$ cat src/rtl/branch_compare_skip_exec_defs.vh
// constants for the control-flow and compare execution unit
`ifndef BRANCH_COMPARE_SKIP_EXEC_DEFS_VH
`define BRANCH_COMPARE_SKIP_EXEC_DEFS_VH
// operation select codes
`define OP_NONE             4'h0
`define OP_INDIRECT_CALL    4'h1
`define OP_CMP_SKIP_EQUAL   4'h2
`define OP_CMP_REGISTERS    4'h3
`define OP_CMP_WITH_BORROW  4'h4
`define OP_CMP_IMMEDIATE    4'h5
`define OP_SKIP_GPR_CLEAR   4'h6
`define OP_SKIP_GPR_ONE     4'h7
`define OP_SKIP_IO_CLEAR    4'h8
`define OP_SKIP_IO_ONE      4'h9
`define OP_BRANCH_FLAG_ONE  4'hA
`define OP_BRANCH_FLAG_ZERO 4'hB
`define OP_BRANCH_NO_CARRY  4'hC
`define OP_BRANCH_UNS_GE    4'hD
// status flag positions
`define FLAG_C 3'h0
`define FLAG_Z 3'h1
`define FLAG_N 3'h2
`define FLAG_V 3'h3
`define FLAG_S 3'h4
`define FLAG_H 3'h5
// cycle counts
`define CYC_ONE       2'h1
`define CYC_TWO       2'h2
`define CYC_THREE     2'h3
`define CALL_CYCLES   2'h3
// program counter steps
`define PC_STEP_ONE   16'h0001
`define PC_STEP_TWO   16'h0002
`define PC_STEP_THREE 16'h0003
`define PC_RESET      16'h0000
`define STATUS_FLAGS_REGISTER_RESET    8'h00
`endif

$ cat src/rtl/branch_compare_skip_exec.v
// execution unit for call, compare, skip and flag-branch operations
`timescale 1ns/10ps
`include "branch_compare_skip_exec_defs.vh"
module branch_compare_skip_exec
(
    input  wire        clock_in,         // core clock, 100 MHz
    input  wire        sys_rst_in,       // synchronous reset, high
    input  wire        issue_in,         // one-cycle start of an operation
    input  wire [3:0]  op_in,            // operation select code
    input  wire [7:0]  dest_operand_in,  // destination register value
    input  wire [7:0]  source_operand_in,// source register value
    input  wire [7:0]  immediate_in,     // constant for immediate compare
    input  wire [7:0]  io_value_in,      // addressed I/O register value
    input  wire [2:0]  bit_select_in,    // bit or flag index
    input  wire [6:0]  offset_in,        // signed relative offset
    input  wire [15:0] pointer_in,       // indirect pointer pair
    input  wire        next_two_word_in, // following instruction is 2 words
    output wire        busy_out,         // operation still running
    output reg         done_out,         // pulse on final cycle
    output reg  [15:0] pc_out,           // program counter
    output reg  [7:0]  status_out,       // status flags register
    output reg         push_out,         // pulse: save return address
    output reg  [15:0] return_addr_out   // return address to save
);

    localparam ST_IDLE = 1'b0;           // ready for an operation
    localparam ST_WAIT = 1'b1;           // burning extra cycles

    reg        state_reg;                // controller state
    reg        state_next;
    reg [1:0]  remain_reg;               // extra cycles left
    reg [1:0]  remain_next;
    reg [15:0] pc_next;
    reg [15:0] target_reg;               // pc committed at final cycle
    reg [15:0] target_next;
    reg [7:0]  status_next;
    reg        done_next;
    reg        push_next;
    reg [15:0] ret_next;
    reg [7:0]  sub_op;                   // subtrahend of a compare
    reg        sub_borrow;               // carry term of a compare
    reg        do_cmp;                   // compare updates flags
    reg        skip_cond;                // skip condition holds
    reg        br_cond;                  // branch condition holds
    reg        is_skip;                  // operation is a skip kind
    reg        is_branch;                // operation is a branch kind
    wire [7:0] diff;                     // compare result, discarded
    wire [8:0] wide;                     // subtraction with borrow out
    wire [15:0] pc_plus1;                // address of next word
    wire [15:0] branch_target;           // pc + k + 1
    wire [15:0] skip_len;                // step used when skipping

    // bit pick used by the register and I/O skip tests and the flag branches
    function sel_bit;
        input [7:0] value;
        input [2:0] index;
        begin
            sel_bit = value[index];
        end
    endfunction

    assign busy_out = (state_reg == ST_WAIT);
    assign wide = {1'b0, dest_operand_in} - {1'b0, sub_op}
                  - {8'h00, sub_borrow};
    assign diff = wide[7:0];
    assign pc_plus1 = pc_out + `PC_STEP_ONE;
    // offset sign-extended; wraps modulo the address space
    assign branch_target = pc_plus1 + {{9{offset_in[6]}}, offset_in};
    // the skipped instruction's length sets the step
    assign skip_len = next_two_word_in ? `PC_STEP_THREE : `PC_STEP_TWO;

    // operand selection and condition decode
    always @*
    begin
        sub_op     = source_operand_in;
        sub_borrow = 1'b0;
        do_cmp     = 1'b0;
        skip_cond  = 1'b0;
        br_cond    = 1'b0;
        is_skip    = 1'b0;
        is_branch  = 1'b0;
        case (op_in)
            `OP_CMP_REGISTERS:           // plain register compare
            begin
                do_cmp = 1'b1;
            end
            `OP_CMP_WITH_BORROW:         // also subtracts carry
            begin
                do_cmp     = 1'b1;
                sub_borrow = status_out[`FLAG_C];
            end
            `OP_CMP_IMMEDIATE:           // constant operand
            begin
                do_cmp = 1'b1;
                sub_op = immediate_in;
            end
            `OP_CMP_SKIP_EQUAL:          // equality skip, no flags
            begin
                is_skip   = 1'b1;
                skip_cond = (dest_operand_in == source_operand_in);
            end
            `OP_SKIP_GPR_CLEAR:
            begin
                is_skip   = 1'b1;
                skip_cond = ~sel_bit(source_operand_in, bit_select_in);
            end
            `OP_SKIP_GPR_ONE:
            begin
                is_skip   = 1'b1;
                skip_cond = sel_bit(source_operand_in, bit_select_in);
            end
            `OP_SKIP_IO_CLEAR:
            begin
                is_skip   = 1'b1;
                skip_cond = ~sel_bit(io_value_in, bit_select_in);
            end
            `OP_SKIP_IO_ONE:
            begin
                is_skip   = 1'b1;
                skip_cond = sel_bit(io_value_in, bit_select_in);
            end
            `OP_BRANCH_FLAG_ONE:
            begin
                is_branch = 1'b1;
                br_cond   = sel_bit(status_out, bit_select_in);
            end
            `OP_BRANCH_FLAG_ZERO:
            begin
                is_branch = 1'b1;
                br_cond   = ~sel_bit(status_out, bit_select_in);
            end
            `OP_BRANCH_NO_CARRY:
            begin
                is_branch = 1'b1;
                br_cond   = ~status_out[`FLAG_C];
            end
            `OP_BRANCH_UNS_GE:           // alias of the carry-clear case
            begin
                is_branch = 1'b1;
                br_cond   = ~status_out[`FLAG_C];
            end
            default:
            begin
                is_skip = 1'b0;          // call or no-op: nothing here
            end
        endcase
    end

    // controller: decides next pc, flags and the cycle count
    always @*
    begin
        state_next  = state_reg;
        remain_next = remain_reg;
        pc_next     = pc_out;
        target_next = target_reg;
        status_next = status_out;
        done_next   = 1'b0;
        push_next   = 1'b0;
        ret_next    = return_addr_out;
        case (state_reg)
            ST_IDLE:
            begin
                if (issue_in)
                begin
                    if (op_in == `OP_INDIRECT_CALL)
                    begin
                        // save pc+1, jump after the full 3 cycles
                        push_next   = 1'b1;
                        ret_next    = pc_plus1;
                        target_next = pointer_in;
                        remain_next = `CALL_CYCLES - `CYC_ONE;
                        state_next  = ST_WAIT;
                    end
                    else if (is_skip && skip_cond)
                    begin
                        // one extra cycle per skipped word
                        target_next = pc_out + skip_len;
                        remain_next = next_two_word_in ?
                            (`CYC_THREE - `CYC_ONE) :
                            (`CYC_TWO - `CYC_ONE);
                        state_next  = ST_WAIT;
                    end
                    else if (is_branch && br_cond)
                    begin
                        // taken branch costs a second cycle
                        target_next = branch_target;
                        remain_next = `CYC_TWO - `CYC_ONE;
                        state_next  = ST_WAIT;
                    end
                    else
                    begin
                        // single-cycle: not taken, compare or no-op
                        pc_next   = pc_plus1;
                        done_next = 1'b1;
                        if (do_cmp)
                        begin
                            // result discarded, only flags change
                            status_next[`FLAG_Z] = (diff == 8'h00) &
                                ((op_in != `OP_CMP_WITH_BORROW) |
                                 status_out[`FLAG_Z]);
                            status_next[`FLAG_N] = diff[7];
                            status_next[`FLAG_V] =
                                (dest_operand_in[7] & ~sub_op[7] &
                                 ~diff[7]) |
                                (~dest_operand_in[7] & sub_op[7] &
                                 diff[7]);
                            status_next[`FLAG_C] = wide[8];
                            status_next[`FLAG_H] =
                                (~dest_operand_in[3] & sub_op[3]) |
                                (sub_op[3] & diff[3]) |
                                (diff[3] & ~dest_operand_in[3]);
                            status_next[`FLAG_S] = diff[7] ^
                                status_next[`FLAG_V];
                        end
                    end
                end
            end
            ST_WAIT:
            begin
                // no new operation is taken while busy
                remain_next = remain_reg - `CYC_ONE;
                if (remain_reg == `CYC_ONE)
                begin
                    pc_next    = target_reg;
                    done_next  = 1'b1;
                    state_next = ST_IDLE;
                end
            end
            default:
            begin
                state_next = ST_IDLE;
            end
        endcase
    end

    // state and output registers
    always @(posedge clock_in)
    begin
        if (sys_rst_in)
        begin
            state_reg       <= ST_IDLE;
            remain_reg      <= 2'h0;
            target_reg      <= `PC_RESET;
            pc_out          <= `PC_RESET;
            status_out      <= `STATUS_FLAGS_REGISTER_RESET;
            done_out        <= 1'b0;
            push_out        <= 1'b0;
            return_addr_out <= `PC_RESET;
        end
        else
        begin
            state_reg       <= state_next;
            remain_reg      <= remain_next;
            target_reg      <= target_next;
            pc_out          <= pc_next;
            status_out      <= status_next;
            done_out        <= done_next;
            push_out        <= push_next;
            return_addr_out <= ret_next;
        end
    end

endmodule // branch_compare_skip_exec

$ cat config.mk
export PLATFORM = sky130hd
export DESIGN_NAME = branch_compare_skip_exec
export DESIGN_NICKNAME = d
export VERILOG_FILES = /design/src/rtl/branch_compare_skip_exec.v
export VERILOG_INCLUDE_DIRS = /design/src /design/src/rtl
export SDC_FILE = /design/constraint.sdc
export NUM_CORES = 1
export LEC_CHECK = 0
export ABC_AREA = 1
export BUFFER_PORTS_ARGS = -buffer_cell sky130_fd_sc_hd__buf_2
export CORE_UTILIZATION = 30
export DETAILED_ROUTE_END_ITERATION = 7
export GPL_ROUTABILITY_DRIVEN = 0
export GPL_TIMING_DRIVEN = 0
export PLACE_DENSITY = 0.48
export SYNTH_ARGS = -nofsm -noshare
export SYNTH_HDL_FRONTEND = slang
export SYNTH_SLANG_ARGS = --single-unit
$ cat constraint.sdc
create_clock -name clock_in -period 4.65 [get_ports clock_in]
set_input_delay 0.2325 -clock clock_in [delete_from_list [all_inputs] [get_ports clock_in]]
set_output_delay 0.2325 -clock clock_in [all_outputs]
set_load 0.005 [all_outputs]
==> flow_metrics.py <==
metrics = {
    "yosys": {
        "synth_area_leaders": "dfxtp_1, nand2_1, inv_1",
        "ys_seq_area_frac": 0.219,
        "syn_inst": 868,
        "yosys.area.top_type_share": 0.219,
        "ys_ff_latch": 59,
        "synth.distinct_cells": 42,
        "yosys.area.top_type": "dfxtp_1",
        "avgSynthCellArea_um2": 6.21,
        "synth_warnings": 0,
        "synth_area_mm2": 0.00539,
    },
    "sta": {
        "hold_viol": 0,
        "setup_viol": 0,
        "rsz0062_at_grt": "no",
        "slew_violations": 0,
        "fin_crit_sh": 0.773,
        "fmax_ghz": 0.278,
        "period_needed_ns": 3.59,
        "clock-skew-final_ns": 0.00654,
        "slew_headroom": 0.569,
        "tightestPinTransition_ns": 0.646,
        "fin_setup_tns_ns": 0,
    },
    "power": {
        "power.density_mw_per_mm2": 310,
        "sw_frac_of_total": 0.367,
        "leakage_nw": 3.49,
        "p_clk_frac": 0.369,
        "p_switching_w": 0.000743,
        "p_seq_frac": 0.292,
        "ir_drop_v": 0.000136,
        "combinationalPowerShare": 0.339,
        "p_int_w": 0.00128,
    },
    "cts": {
        "cts_inserted_buffers": 9,
        "clockBufferDepth": 2,
        "clkTransAtPathRegs_ns": 0.06,
        "clock-sinks": 59,
        "cts-root-buf": "clkbuf_16",
        "post-cts-setup-buffers": 0,
        "cts_resized": 0,
        "ctsHoldBuffers": 0,
        "cts_tree": "yes",
        "htreeDepth": 3,
        "clkLatencyLatePin_ns": 0.35,
    },
    "finish": {
        "fin_cells": 1216,
        "drive_above_1_share": 0.176,
        "fin_nets": 1089,
        "fin_area_mm2": 0.00654,
        "antenna-diode-count": 0,
        "syn_to_final_growth_pct": 21.2,
    },
    "worst_setup_path": {
        "worst_ep_required_time_ns": 4.89,
        "end_kind": "register",
        "cp_max_fo": 8,
        "cp.arrival_ns": 3.83,
        "worstSetupStartpointType": "register",
        "crit_type": "register to register",
    },
    "die": {
        "dieArea_mm2": 0.0185,
        "start_util": 0.310,
        "core_mm2": 0.0174,
        "chipWidth_um": 136,
        "ioPinCount": 109,
        "die_h_um": 136,
        "row_count": 48,
    },
    "detailed_routing": {
        "drc": 0,
        "viasPerCell": 4.73,
        "dr.pass1.iters": 5,
        "wl_per_cell_um": 15.6,
        "drt_iter0_drc": 327,
        "num_vias": 5747,
        "routed_wl_um": 18900,
        "ant_nets": 0,
    },
    "grt": {
        "grt_pass1_vias": 5363,
        "overflow": 0,
        "antenna_found_initial": 0,
        "grt_pass1_wl_um": 29400,
        "grt_usage": 0.212,
        "grt_max_degree": 12,
    },
    "worst_hold_path": {
        "hold_class": "input port to register",
    },
    "run_status": {
        "outcome": "complete, no violations",
    },
    "placed_design": {
        "post-dp-hpwl_um": 15200,
        "portBuffers": 106,
        "dpl_cell_area_mm2": 0.00621,
        "dp_cells": 1200,
    },
    "run": {
        "maxCapViolCount": 0,
    },
}
[synth_stat cells (all sizes together)]
cell type  count
a21boi         7
a21o           2
a21oi         52
and3           1
buf           14
clkbuf        14
conb           1
dfxtp         59
fa             3
ha            34
inv          127
mux2i          2
nand2        202
nand3         57
nand3b         3
nand4         15
nor2         126
nor3           6
nor4           3
o211ai         1
o21a           4
o21ai         78
o21bai         9
o22ai          3
or2            6
xnor2          8
xor2          31
[cell type report]
cell class	instances	area, um^2
Timing Repair Buffer	106	531
Inverter	127	477
Clock buffer	10	239
Multi-Input combinational cell	655	3570
Buffer	28	164
Sequential cell	59	1180
Fill cell	1959	10900
Clock inverter	6	88.8
Tap cell	225	282
[metrics by stage]
step	hold WS [ns]	util	power [W]	setup slack (ns)
2_1_floorplan	0.448	-	0.00105	1.87
3_3_place_gp	0.451	0.356	0.00129	1.04
3_5_place_dp	0.466	0.356	0.00129	1.04
4_1_cts	0.212	0.375	0.00204	1.08
5_1_grt	0.235	0.375	0.00215	0.737
6_report	0.215	0.375	0.00202	1.06
[metal layers]
layer | global-route usage | part of all wire
met2 | 0.349 | 0.46
met4 | 0.0667 | 0.017
met5 | 0 | 0
met3 | 0.0287 | 0.046
met1 | 0.283 | 0.47
[critical path, cell delays in order (launching register included)]
cell      delay, ns
dfxtp_1        0.60
ha_1           0.26
nand3_1        0.14
nor2_2         0.23
inv_2          0.09
nor2_1         0.12
xor2_1         0.45
ha_1           0.38
nand2_1        0.14
inv_1          0.07
a21oi_1        0.24
nor2_1         0.10
nor2_1         0.15
nand3b_1       0.11
a21oi_1        0.16
nor2_1         0.05
nor2_1         0.12
nor2_1         0.06
[cell families (layout without fill, tap and decap cells)]
logic type | count (synthesis) | count (layout) | share of synthesized area
muxes | 2 | 2 | 0.00371
other | 1 | 2 | 0.000695
adders and majority gates | 37 | 37 | 0.0900
AOI/OAI and AO/OA | 156 | 156 | 0.157
DFF | 59 | 59 | 0.219
xor gates and xnor gates | 39 | 39 | 0.0633
and+or+nand+nor | 419 | 419 | 0.348
buffers and inverters | 155 | 277 | 0.119
[path summary, 6_finish.rpt]
| kind | startpoint | endpoint | slack (ns) | depth (start not counted) |
|---|---|---|---|---|
| hold / removal | pointer_in[4] | target_reg[4]$_SDFFE_PP0P_ | 0.22 | 5 |
| setup / recovery | pc_out[0]$_SDFFE_PP0P_ | target_reg[13]$_SDFFE_PP0P_ | 1.06 | 17 |
| setup reg to reg | pc_out[0]$_SDFFE_PP0P_ | target_reg[13]$_SDFFE_PP0P_ | 1.06 | 17 |
| hold reg to reg | status_out[5]$_SDFFE_PP0P_ | status_out[5]$_SDFFE_PP0P_ | 0.47 | 2 |
[cells in the final DEF (no fill, tap or decap), drive strengths merged, types with 7 or more instances in the layout]
cell type  instances
a21oi             52
clkbuf            24
xnor2              8
o21ai             78
o21bai             9
xor2              31
buf              120
nand2            202
ha                34
a21boi             7
dfxtp             59
inv              127
nor2             126
nand3             57
nand4             15
[power groups by stage]
stage / Clock, W / Combinational [W] / Sequential, W
finish: 0.000748 / 0.000685 / 0.000591
global route: 0.000783 / 0.000775 / 0.000597
CTS: 0.000763 / 0.000689 / 0.000590
detailed placement: 0 / 0.000686 / 0.000601
global placement: 0 / 0.000687 / 0.000602
floorplan: 0 / 0.000465 / 0.000588
No activity file was read; power rests on OpenSTA's default activity.
